File: src/ssfr_pkg.sv
// shared constants and carrier types for the security state fault and filter registers
package ssfr_pkg;

  // security states of the current execution context
  typedef enum logic [1:0] {
    SEC_SECURE    = 2'b00,
    SEC_NONSECURE = 2'b01,
    SEC_ROOT      = 2'b10,
    SEC_REALM     = 2'b11
  } ssfr_state_type;

  // exception levels
  typedef enum logic [1:0] {
    EL_0 = 2'b00,
    EL_1 = 2'b01,
    EL_2 = 2'b10,
    EL_3 = 2'b11
  } ssfr_el_type;

  // register select codes for the system register port (block-local numbering)
  typedef enum logic [2:0] {
    REG_FAULT_ADDR  = 3'b000,
    REG_XLAT_RESULT = 3'b001,
    REG_PB_ID       = 3'b010,
    REG_PB_STATUS   = 3'b011,
    REG_CC_FILTER   = 3'b100
  } ssfr_reg_type;

  // fault address register layout
  localparam int FA_NS_BIT      = 63;
  localparam int FA_NSE_BIT     = 62;
  localparam int FA_HI_MSB      = 51;
  localparam int FA_HI_LSB      = 48;
  localparam int FA_PAGE_MSB    = 47;
  localparam int FA_PAGE_LSB    = 12;

  // translation result layout
  localparam int XR_FAIL_BIT    = 0;
  localparam int XR_NS_BIT      = 9;
  localparam int XR_NSE_BIT     = 11;
  localparam int XR_FST_MSB     = 6;
  localparam int XR_FST_LSB     = 1;

  // profiling buffer id: prohibited flag position
  localparam int PB_PROHIBIT_BIT = 4;

  // profiling buffer status layout
  localparam int PBS_EC_MSB     = 31;
  localparam int PBS_EC_LSB     = 26;
  localparam int PBS_FSC_MSB    = 5;
  localparam int PBS_FSC_LSB    = 0;

  // cycle counter filter layout
  localparam int CF_P_BIT       = 31;
  localparam int CF_U_BIT       = 30;
  localparam int CF_NSH_BIT     = 27;
  localparam int CF_RLK_BIT     = 22;
  localparam int CF_RLU_BIT     = 21;
  localparam int CF_RLH_BIT     = 20;

  // fault codes, event class and buffer owner control value
  localparam logic [5:0] FSC_GPF_WALK_LM1 = 6'h23;
  localparam logic [3:0] FSC_GPF_WALK_PFX = 4'h9;
  localparam logic [5:0] FSC_GPF_NOWALK   = 6'h28;
  localparam logic [5:0] EC_GPC_FAULT     = 6'h1E;
  localparam logic [1:0] EL2_BUFFER_OWNER_CTRL_OWNED_EL1   = 2'h0;

  localparam logic [63:0] REG_RESET = 64'h0;

  // granule check fault event
  typedef struct packed {
    logic [51:0]    pa;
    ssfr_state_type space;
  } ssfr_gpc_fault_type;

  // system register access request
  typedef struct packed {
    logic           write;
    ssfr_reg_type   sel;
    logic [63:0]    wdata;
  } ssfr_sysreg_req_type;

  // translation outcome event
  typedef struct packed {
    logic           fail;
    logic           gpf;
    logic           walk;
    logic           levelM1;
    logic [1:0]     level;
    logic           space_extension_bit;
    logic           ns;
    logic [5:0]     otherFst;
  } ssfr_xlat_evt_type;

endpackage

File: src/ssfr_owner_decode.sv
// profiling buffer prohibited-flag decode from owner, state and level
`timescale 1ns/10ps
module ssfr_owner_decode (
  // configuration
  input  wire logic                      hasEl3,
  input  wire logic                      hasEl2,
  input  wire logic                      secEl2Present,
  input  wire logic                      secEl2Enabled,
  input  wire logic [1:0]                el2BufferOwnerCtrl,
  input  wire ssfr_pkg::ssfr_state_type  owner,
  // current context
  input  wire ssfr_pkg::ssfr_state_type  curState,
  input  wire ssfr_pkg::ssfr_el_type     curEl,
  // result
  output logic                           prohibited
);
  import ssfr_pkg::*;

  wire ctrlEl1  = (el2BufferOwnerCtrl == EL2_BUFFER_OWNER_CTRL_OWNED_EL1);
  wire isEl1    = (curEl == EL_1);
  wire isEl2    = (curEl == EL_2);
  wire isEl12   = isEl1 | isEl2;
  wire inSec    = (curState == SEC_SECURE);
  wire inNs     = (curState == SEC_NONSECURE);
  wire inRealm  = (curState == SEC_REALM);

  wire ownSec   = hasEl3 & (owner == SEC_SECURE) & (
                    ((inNs | inRealm) & isEl12) |
                    (inSec & isEl1 & secEl2Present & secEl2Enabled & ctrlEl1));
  wire ownNs    = hasEl3 & (owner == SEC_NONSECURE) & (
                    (inSec & isEl1) |
                    (inSec & isEl2 & secEl2Present) |
                    (inRealm & isEl12) |
                    (inNs & isEl1 & hasEl2 & ctrlEl1));
  wire ownRealm = hasEl3 & (owner == SEC_REALM) & (
                    ((inNs | inSec) & isEl12) |
                    (inRealm & isEl1 & ctrlEl1));
  wire noEl3    = ~hasEl3 & hasEl2 & ctrlEl1 & isEl1;

  assign prohibited = ownSec | ownNs | ownRealm | noEl3;

endmodule // ssfr_owner_decode

File: src/ssfr_regs.sv
// security state fault address, translation result, profiling and cycle filter registers
`timescale 1ns/10ps
module ssfr_regs #(
  parameter int  PA_WIDTH       = 48,
  parameter bit  HAS_LARGE_PA   = 1'b1,
  parameter bit  HAS_LPA2       = 1'b1,
  parameter bit  HAS_REALM      = 1'b1
) (
  // clock and warm reset
  input  wire logic                          mclk,
  input  wire logic                          sys_rst,
  // system register access
  input  wire logic                          regValid,
  input  wire ssfr_pkg::ssfr_sysreg_req_type regReq,
  input  wire ssfr_pkg::ssfr_state_type      curState,
  input  wire ssfr_pkg::ssfr_el_type         curEl,
  output logic [63:0]                        regRdata,
  output logic                               regUndef,
  // configuration
  input  wire logic                          hasEl3,
  input  wire logic                          hasEl2,
  input  wire logic                          secEl2Present,
  input  wire logic                          secEl2Enabled,
  input  wire logic [1:0]                    el2BufferOwnerCtrl,
  input  wire ssfr_pkg::ssfr_state_type      bufferOwner,
  // hardware events
  input  wire logic                          gpcFaultValid,
  input  wire ssfr_pkg::ssfr_gpc_fault_type  gpcFault,
  input  wire logic                          xlatValid,
  input  wire ssfr_pkg::ssfr_el_type         xlatRegimeEl,
  input  wire ssfr_pkg::ssfr_state_type      xlatRegimeState,
  input  wire logic                          xlatRealmEl10S1,
  input  wire ssfr_pkg::ssfr_xlat_evt_type   xlatEvt,
  input  wire logic                          pbAbortValid,
  input  wire ssfr_pkg::ssfr_xlat_evt_type   pbAbort,
  // cycle counter gating
  output logic                               cycleCountEn
);
  import ssfr_pkg::*;

  ////////////////////////////////////////////////////////////////////////////
  // state

  logic [63:0] faultAddr_q, faultAddr_d;
  logic [63:0] xlatResult_q, xlatResult_d;
  logic [63:0] pbStatus_q, pbStatus_d;
  logic [63:0] ccFilter_q, ccFilter_d;

  ////////////////////////////////////////////////////////////////////////////
  // access decode

  wire selFa     = (regReq.sel == REG_FAULT_ADDR);
  wire selXr     = (regReq.sel == REG_XLAT_RESULT);
  wire selPbId   = (regReq.sel == REG_PB_ID);
  wire selPbs    = (regReq.sel == REG_PB_STATUS);
  wire selCf     = (regReq.sel == REG_CC_FILTER);
  wire knownSel  = selFa | selXr | selPbId | selPbs | selCf;
  // fault address only exists with realm support and only from the top level
  wire faDenied  = selFa & (~HAS_REALM | (curEl != EL_3));
  wire accOk     = regValid & knownSel & ~faDenied;
  wire wrFa      = accOk & regReq.write & selFa;
  wire wrXr      = accOk & regReq.write & selXr;
  wire wrPbs     = accOk & regReq.write & selPbs;
  wire wrCf      = accOk & regReq.write & selCf;

  ////////////////////////////////////////////////////////////////////////////
  // fault address masking

  // implemented physical address bits within the 52-bit field
  localparam int PA_TOP = HAS_LARGE_PA ? ((PA_WIDTH > 52) ? 52 : PA_WIDTH)
                                       : ((PA_WIDTH > 48) ? 48 : PA_WIDTH);
  logic [63:0] faMask;
  genvar gi;
  generate
    for (gi = 0; gi < 64; gi++) begin : g_famask
      if (gi == FA_NS_BIT || gi == FA_NSE_BIT) begin : g_sp
        assign faMask[gi] = 1'b1;
      end else if (gi >= FA_PAGE_LSB && gi < PA_TOP) begin : g_pa
        assign faMask[gi] = 1'b1;
      end else begin : g_z
        assign faMask[gi] = 1'b0;
      end
    end
  endgenerate

  // the fault source already supplies the descriptor address for walk faults
  logic [63:0] faCapture;
  assign faCapture = {gpcFault.space[0], gpcFault.space[1], 10'h000,
                      gpcFault.pa[51:12], 12'h000} & faMask;

  // hardware capture wins over a same-cycle software write
  assign faultAddr_d = gpcFaultValid ? faCapture :
                       wrFa          ? (regReq.wdata & faMask) : faultAddr_q;

  ////////////////////////////////////////////////////////////////////////////
  // translation result

  // walk-level granule fault code; level -1 only with 52-bit translation
  function automatic logic [5:0] gpfCode(input ssfr_xlat_evt_type e,
                                         input logic             lpa2);
    logic [5:0] c;
    c = e.otherFst;
    if (e.gpf && e.walk && e.levelM1 && lpa2) begin
      c = FSC_GPF_WALK_LM1;
    end else if (e.gpf && e.walk && !e.levelM1) begin
      c = {FSC_GPF_WALK_PFX, e.level};
    end
    return c;
  endfunction

  wire xrTopRegime = (xlatRegimeEl == EL_3);
  // unknown cases are given zero
  wire xrNseOk = xrTopRegime;
  wire xrNsOk  = (xrTopRegime | (xlatRegimeState == SEC_SECURE) |
                  (xlatRegimeState == SEC_REALM)) & ~xlatRealmEl10S1;

  logic [63:0] xrOk, xrFail;
  always_comb begin
    xrOk = 64'h0;
    xrOk[XR_NSE_BIT] = xrNseOk & xlatEvt.space_extension_bit;
    xrOk[XR_NS_BIT]  = xrNsOk & xlatEvt.ns;
    xrFail = 64'h0;
    xrFail[XR_FAIL_BIT] = 1'b1;
    xrFail[XR_FST_MSB:XR_FST_LSB] = gpfCode(xlatEvt, HAS_LPA2);
  end

  assign xlatResult_d = xlatValid ? (xlatEvt.fail ? xrFail : xrOk) :
                        wrXr      ? regReq.wdata : xlatResult_q;

  ////////////////////////////////////////////////////////////////////////////
  // profiling buffer status

  logic [63:0] pbsCapture;
  always_comb begin
    pbsCapture = pbStatus_q;
    // granule faults outside a walk take their own class
    pbsCapture[PBS_EC_MSB:PBS_EC_LSB] = (pbAbort.gpf && !pbAbort.walk) ?
                                         EC_GPC_FAULT : pbStatus_q[PBS_EC_MSB:PBS_EC_LSB];
    pbsCapture[PBS_FSC_MSB:PBS_FSC_LSB] = (pbAbort.gpf && !pbAbort.walk) ?
                                           FSC_GPF_NOWALK : gpfCode(pbAbort, HAS_LPA2);
  end

  assign pbStatus_d = pbAbortValid ? pbsCapture :
                      wrPbs        ? regReq.wdata : pbStatus_q;

  ////////////////////////////////////////////////////////////////////////////
  // profiling buffer id

  logic pbProhibited;
  ssfr_owner_decode u_owner (
    .hasEl3             (hasEl3),
    .hasEl2             (hasEl2),
    .secEl2Present      (secEl2Present),
    .secEl2Enabled      (secEl2Enabled),
    .el2BufferOwnerCtrl (el2BufferOwnerCtrl),
    .owner              (bufferOwner),
    .curState           (curState),
    .curEl              (curEl),
    .prohibited         (pbProhibited)
  );

  logic [63:0] pbIdView;
  always_comb begin
    pbIdView = 64'h0;
    pbIdView[PB_PROHIBIT_BIT] = pbProhibited;
  end

  ////////////////////////////////////////////////////////////////////////////
  // cycle counter filter

  logic [63:0] cfMask;
  always_comb begin
    cfMask = 64'hFFFFFFFF_FFFFFFFF;
    if (!HAS_REALM) begin
      cfMask[CF_RLK_BIT] = 1'b0;
      cfMask[CF_RLU_BIT] = 1'b0;
      cfMask[CF_RLH_BIT] = 1'b0;
    end
  end

  assign ccFilter_d = wrCf ? (regReq.wdata & cfMask) : ccFilter_q;

  wire cfP   = ccFilter_q[CF_P_BIT];
  wire cfU   = ccFilter_q[CF_U_BIT];
  wire cfNsh = ccFilter_q[CF_NSH_BIT];
  wire cfRlk = ccFilter_q[CF_RLK_BIT];
  wire cfRlu = ccFilter_q[CF_RLU_BIT];
  wire cfRlh = ccFilter_q[CF_RLH_BIT];

  // only the realm gating lives here; other states defer to the base filter
  wire realmCount = (curEl == EL_1) ? (cfRlk == cfP) :
                    (curEl == EL_0) ? (cfRlu == cfU) :
                    (curEl == EL_2) ? (cfRlh != cfNsh) : 1'b0;
  assign cycleCountEn = (curState == SEC_REALM) ? (HAS_REALM & realmCount) : 1'b1;

  ////////////////////////////////////////////////////////////////////////////
  // read path

  wire [63:0] rdMux = selFa   ? faultAddr_q  :
                      selXr   ? xlatResult_q :
                      selPbId ? pbIdView     :
                      selPbs  ? pbStatus_q   :
                      selCf   ? ccFilter_q   : 64'h0;

  ////////////////////////////////////////////////////////////////////////////
  // registers

  // unknown-reset fields are given zero for determinism
  always_ff @(posedge mclk or posedge sys_rst) begin
    if (sys_rst) begin
      faultAddr_q  <= REG_RESET;
      xlatResult_q <= REG_RESET;
      pbStatus_q   <= REG_RESET;
      ccFilter_q   <= REG_RESET;
    end else begin
      faultAddr_q  <= faultAddr_d;
      xlatResult_q <= xlatResult_d;
      pbStatus_q   <= pbStatus_d;
      ccFilter_q   <= ccFilter_d;
    end
  end

  always_ff @(posedge mclk or posedge sys_rst) begin
    if (sys_rst) begin
      regRdata <= 64'h0;
      regUndef <= 1'b0;
    end else begin
      regRdata <= (accOk & ~regReq.write) ? rdMux : 64'h0;
      regUndef <= regValid & (~knownSel | faDenied);
    end
  end

endmodule // ssfr_regs

File: config.mk
export PLATFORM = sky130hd
export DESIGN_NAME = ssfr_regs
export DESIGN_NICKNAME = d
export VERILOG_FILES = /design/src/ssfr_pkg.sv /design/src/ssfr_owner_decode.sv /design/src/ssfr_regs.sv
export SDC_FILE = /design/constraint.sdc
export NUM_CORES = 1
export LEC_CHECK = 0
export ABC_AREA = 0
export BUFFER_PORTS_ARGS = -buffer_cell sky130_fd_sc_hd__buf_2
export CELL_PAD_IN_SITES_DETAIL_PLACEMENT = 1
export CELL_PAD_IN_SITES_GLOBAL_PLACEMENT = 2
export CORE_MARGIN = 2
export CORE_UTILIZATION = 30
export CTS_BUF_LIST = sky130_fd_sc_hd__clkbuf_4
export CTS_CLUSTER_DIAMETER = 30
export DETAILED_ROUTE_END_ITERATION = 16
export PLACE_DENSITY_LB_ADDON = 0.12
export SLEW_MARGIN = 40
export SYNTH_ARGS = -nofsm -noshare
export SYNTH_HDL_FRONTEND = slang
export SYNTH_HIERARCHICAL = 1
export SYNTH_SLANG_ARGS = --single-unit
File: constraint.sdc
create_clock -name mclk -period 10.7 [get_ports mclk]
set_clock_uncertainty 0.2 [all_clocks]
set_input_delay 1.605 -clock mclk [delete_from_list [all_inputs] [get_ports mclk]]
set_output_delay 1.605 -clock mclk [all_outputs]
set_load 0.1 [all_outputs]
# After elaboration in Yosys (flattened, before gate mapping)
# Cells that the tools add are included.
[totals]
register_bits = 321
input_bits = 173
out_inout_bits = 66
word_cells = 129
[classes]
n_eq_ne = 17
muxes = 23
bitwise_logic = 60
n_reduce_logical = 21
[op_table]
columns = ["cell", "n"]
rows = [
  ["64-bit 2-to-1 mux", 10],
  ["32-bit 2-to-1 mux", 2],
  ["1-bit AND", 36],
  ["6-bit 2-to-1 mux", 6],
  ["1-bit OR", 18],
  ["12-bit 2-to-1 mux", 1],
  ["2-bit equality test (second input constant)", 5],
  ["2-bit zero test", 5],
  ["1-bit logical AND", 7],
  ["2-bit by 1-bit equality test with 1-bit output (second input constant)", 3],
  ["3-bit by 2-bit equality test with 1-bit output (second input constant)", 2],
  ["1-bit inverter", 6],
  ["2-bit nonzero test", 3],
  ["1-bit 2-to-1 mux", 4],
  ["2-bit AND reduction", 2],
  ["3-bit by 1-bit equality test with 1-bit output (second input constant)", 1],
  ["3-bit equality test (second input constant)", 1],
  ["1-bit zero test", 3],
  ["3-bit zero test", 1],
  ["1-bit equality test", 2],
  ["2-bit by 1-bit != test with 1-bit output (second input constant)", 1],
  ["2-bit != test (second input constant)", 1],
  ["1-bit != test", 1],
]

# Logic depth before layout (Yosys ltp)
[logic_depth]
word_depth = 14
mapped_depth = 9
depth_no_buf = 9

# Cells and area by module
# Netlist, hierarchy kept.
[by_module_without_submodules]
columns = ["module", "instances", "cells_each", "area_per_inst_um2"]
rows = [
  ["ssfr_regs", 1, 1213, 13071.3],
  ["ssfr_owner_decode", 1, 18, 131.4],
]

# Worst setup path after synthesis
# OpenSTA, ideal clock, no wires.
[synth_path]
path_kind = "input to output"
start = "input curEl[0]"
end = "output cycleCountEn"
t_arrival_ns = 2.683
required_time_ns = 8.895
path_slack_ns = 6.212
stages = 3
path_buffers = 0
cell_sequence = "nor2_1 > a211o_1 > nand4_1"
[synth_via]
elab_chain_len = 5
elab_cells_between_ends = 7
cone_classes = "eq/ne: 2; mux: 4; reduce/logical: 1"
[synth_rtl]
columns = ["element", "line_no", "text"]
rows = [
  ["start, declared", "ssfr_regs.sv:16", "input wire ssfr_pkg::ssfr_el_type curEl,"],
  ["2-bit equality test", "ssfr_regs.sv:193", "(curEl == EL_2) ? (cfRlh != cfNsh) : 1'b0;"],
  ["1-bit 2-to-1 mux", "ssfr_regs.sv:193", ""],
  ["1-bit 2-to-1 mux", "ssfr_regs.sv:192", "(curEl == EL_0) ? (cfRlu == cfU) :"],
  ["1-bit 2-to-1 mux (*)", "ssfr_regs.sv:191", "wire realmCount = (curEl == EL_1) ? (cfRlk == cfP) :"],
  ["1-bit 2-to-1 mux (*)", "ssfr_regs.sv:194", "assign cycleCountEn = (curState == SEC_REALM) ? (HAS_REALM & realmCount) : 1'b1;"],
  ["end, declared", "ssfr_regs.sv:37", "output logic cycleCountEn"],
]
# Every way passes the cells marked *; elsewhere a longest branch is shown, timed or not.

# Worst setup path after layout
# Same ends and word-level chain as after synthesis.

==> metrics.md <==
| Metric | Value |
|---|---|
| Post-synth EDFFs | 0 |
| GRT overflow | 0 |
| Port Buffers | 219 |
| Clock Sinks | 295 |
| Vias/cell | 4.868 |
| Core Box Area | 0.04327 sq mm |
| CTS tree | done |
| Slowest stage delay, CP | between 0.4 and 0.5 ns |
| Start point of the critical path | curEl[0] |
| Total negative slack | 0 ns |
| Highest-count cells in the layout ignoring fill and taps | dfrtp_1, buf_2, nand2_1 |
| Share of flip-flops with an asynchronous set or reset | 100.0% |
| Sw power | 794.9 uW |
| Final net count | 1653 |
| Core Rows | 76 |
| Die X-Extent | 213.8 um |
| R2R Path Start | ccFilter_q[20] |
| CP arrival | around 2.6 ns |
| Clock Latency Late Sink | 0.79 ns |
| HP Class | reg2reg |
| Fill count | around 5000 |
| Starting Density | 30.51% |
| H-tree levels | 3 |
| Cell Area, Synth | 0.01320 sq mm |
| CTS clk-pin slew, worst paths | approximately 0.05 ns |
| Via count | 10393 |
| Comb pwr share | 13.2% |
| Drc violations | 0 |
| Total power draw | 2759 uW |
| Drt pass-1 iters | 4 |
| CTS root buf | clkbuf_4 |
| Clock Tree Buf Depth | 3 |
| Slew Limit Fails | 0 |
| Routed WL | 42.37 mm |
| WP data required | 8.90 ns |
| Layout area overhead | 21.57% |
| # IOs | ~240 |
| Hold buffers post-CTS | 0 |
| Sw Ratio | 28.81% |
| Post-CTS Setup Repair Bufs | 0 |
| Clk network pwr share | 39.6% |
| Post-DP HPWL | between 20 and 30 mm |
| Startpoint types | primary input |
| Chip Height | 213.8 um |
| CP Class | in2out |
| DP Cell Count | 1964 |
| Worst-path fanout max | 6 |
| Final ANT Viol Nets | 0 |
| Final Wtd Congestion | about 0.72 |
| CP top delay family | buffers and inverters |
| Final worst path period need | approximately 4.4 ns |
| Worst path cell trace | buf_2 -> nor2_1 -> a211o_1 -> nand4_1 -> buf_2 |
| Power Internal | 1964 uW |
| Top cell by count, worst path | buf_2 |
| Slowest CP cell | buf_2 |
| Max-cap violations | 0 |
| PD cells | 171.9 mW/mm^2 |
| Area used by multi-input combinational logic | roughly 0.0053 sq mm |
| Vias in the first global route | 11532 |
| Placement Setup Slack | around 5.5 ns |
| Fin crit share | ~40% |
| Leading cell type in the layout, fill and taps excluded | dfrtp_1 |
| Die ar. | 0.04570 sq mm |
| CP bufs+invs | 2 |
| Critical Path End Type | output pin |
| Post-Synthesis Cells | 1231 |
| Synth Flop Type | dfrtp_1 |
| Detailed Route Iter0 Violations | about 360 |
| Worst slew pin tran | 0.7652 ns |
| Pin count of the biggest net entering global routing | 115 |
| LEAKAGE | 0.007306 uW |
| WL per Instance | approximately 20 um |
| Post-Syn Area per Cell | 10.73 sq um |
| Setup ws final | 6.304 ns |
| Outcome | finished clean |
| Hold_sp | pbStatus_q[40] |
| Slew HR | around 49% |
| Max Fclk | 227.5 MHz |
| Wire length of the first global-routing pass | 66.86 mm |
| Endpoints failing hold | 0 |
| Register area | roughly 0.0074 sq mm |
| Inserted Clock Buffers | 97 |
| Syn_nets | 1406 |
| RSZ-0062 raised after global routing | false |
| Register area share after synthesis | 55.91% |
| Share of power burned in registers | 47.2% |
| CTS resizes | 0 |
| Synthesized flop and latch total | 295 |
| Setup Viol. Count Final | 0 |
| Total track usage | 19.16% |
| Peak supply drop | 61.93 uV |
| Ys Warns | 6 |
| Proportion of layout cells with a drive suffix above 1 | around a third |
| Synth unique cells | 47 |
| Layout Cells excl Fill | 2135 |
| Antenna violations before repair | 9 |
==> routing by layer <==
metal / track usage [%] / vias to the layer above / routed length [um]
met5: 0 / - / 38
met1: 25.12 / 5230 / 19290
li1: - / 4860 / -
met3: 5.375 / 57 / 2573
met4: 6.322 / 8 / 626
met2: 30.59 / 238 / 19840
==> area by class of cell <==
class	count	share of cell area, %
tap	585	4.560
inverter	43	1.084
clock buffer	132	6.174
clock inverter	34	0.9199
antenna	5	0.07795
multi-input combinational	799	32.75
timing repair buffer	242	8.442
sequential	295	45.99
==> cell usage after synthesis (3+ instances only) <==
library cell	number	area, sq um
a21oi_1	63	315.3
clkbuf_1	49	183.9
buf_4	7	52.55
nor2_1	76	285.3
o22ai_1	42	262.8
o21ai_0	9	45.04
nor2b_1	45	281.5
a211oi_1	6	45.04
nand4_1	5	31.28
mux2_2	116	1306
o2111ai_1	3	26.28
mux2i_1	53	530.5
inv_1	43	161.4
xnor2_1	3	26.28
buf_2	25	125.1
a22oi_1	63	473.0
o2bb2ai_1	3	26.28
dfrtp_1	295	7382
o21bai_1	3	22.52
buf_1	10	37.54
nand2_1	163	611.8
a22o_1	25	219.0
o21ai_1	38	190.2
nand3_1	4	20.02
nor3_1	55	275.3
==> worst paths after layout <==
kind	endpoint	slack (ns)	depth (start not counted)
max reg2reg	regRdata[20]	9.37	4
min in group asynchronous	regRdata[24]	0.68	2
max in group asynchronous	regRdata[46]	7.96	5
min	pbStatus_q[40]	0.30	1
max	cycleCountEn	6.30	5
min reg2reg	pbStatus_q[40]	0.30	1
==> cells by family after synthesis <==
family | count (synthesis) | synth area share [%]
xor gates and xnor gates | 4 | 0.2654
adders and majority gates | 2 | 0.1895
muxes | 169 | 13.91
AOI/OAI and AO/OA | 261 | 12.71
buffers and inverters | 137 | 4.634
and+or+nand+nor | 363 | 12.38
DFF | 295 | 55.91
==> flip-flops by register name (all words and copies together), names as in the netlist <==
signal        flops
ccFilter_q       64
pbStatus_q       64
regRdata         64
xlatResult_q     64
faultAddr_q      38
regUndef          1
==> metrics by stage <==
step	area (sq um)	hold WS [ns]	utilization, %
6_report	16050	0.3033	37.10
5_1_grt	16050	0.3147	37.09
4_1_cts	16030	0.3092	37.05
3_5_place_dp	14890	0.2962	34.42
3_3_place_gp	14770	0.2894	34.13
2_1_floorplan	13200	0.2810	-
==> power by group through the flow <==
stage | Combinational (uW) | Sequential, uW | Clock [uW]
global placement | 360 | 1310 | 0
global route | 405 | 1320 | 1210
finish | 364 | 1300 | 1090
CTS | 373 | 1300 | 1150
floorplan | 224 | 1340 | 0
detailed placement | 372 | 1320 | 0
Power figures use the tool's default switching activity.
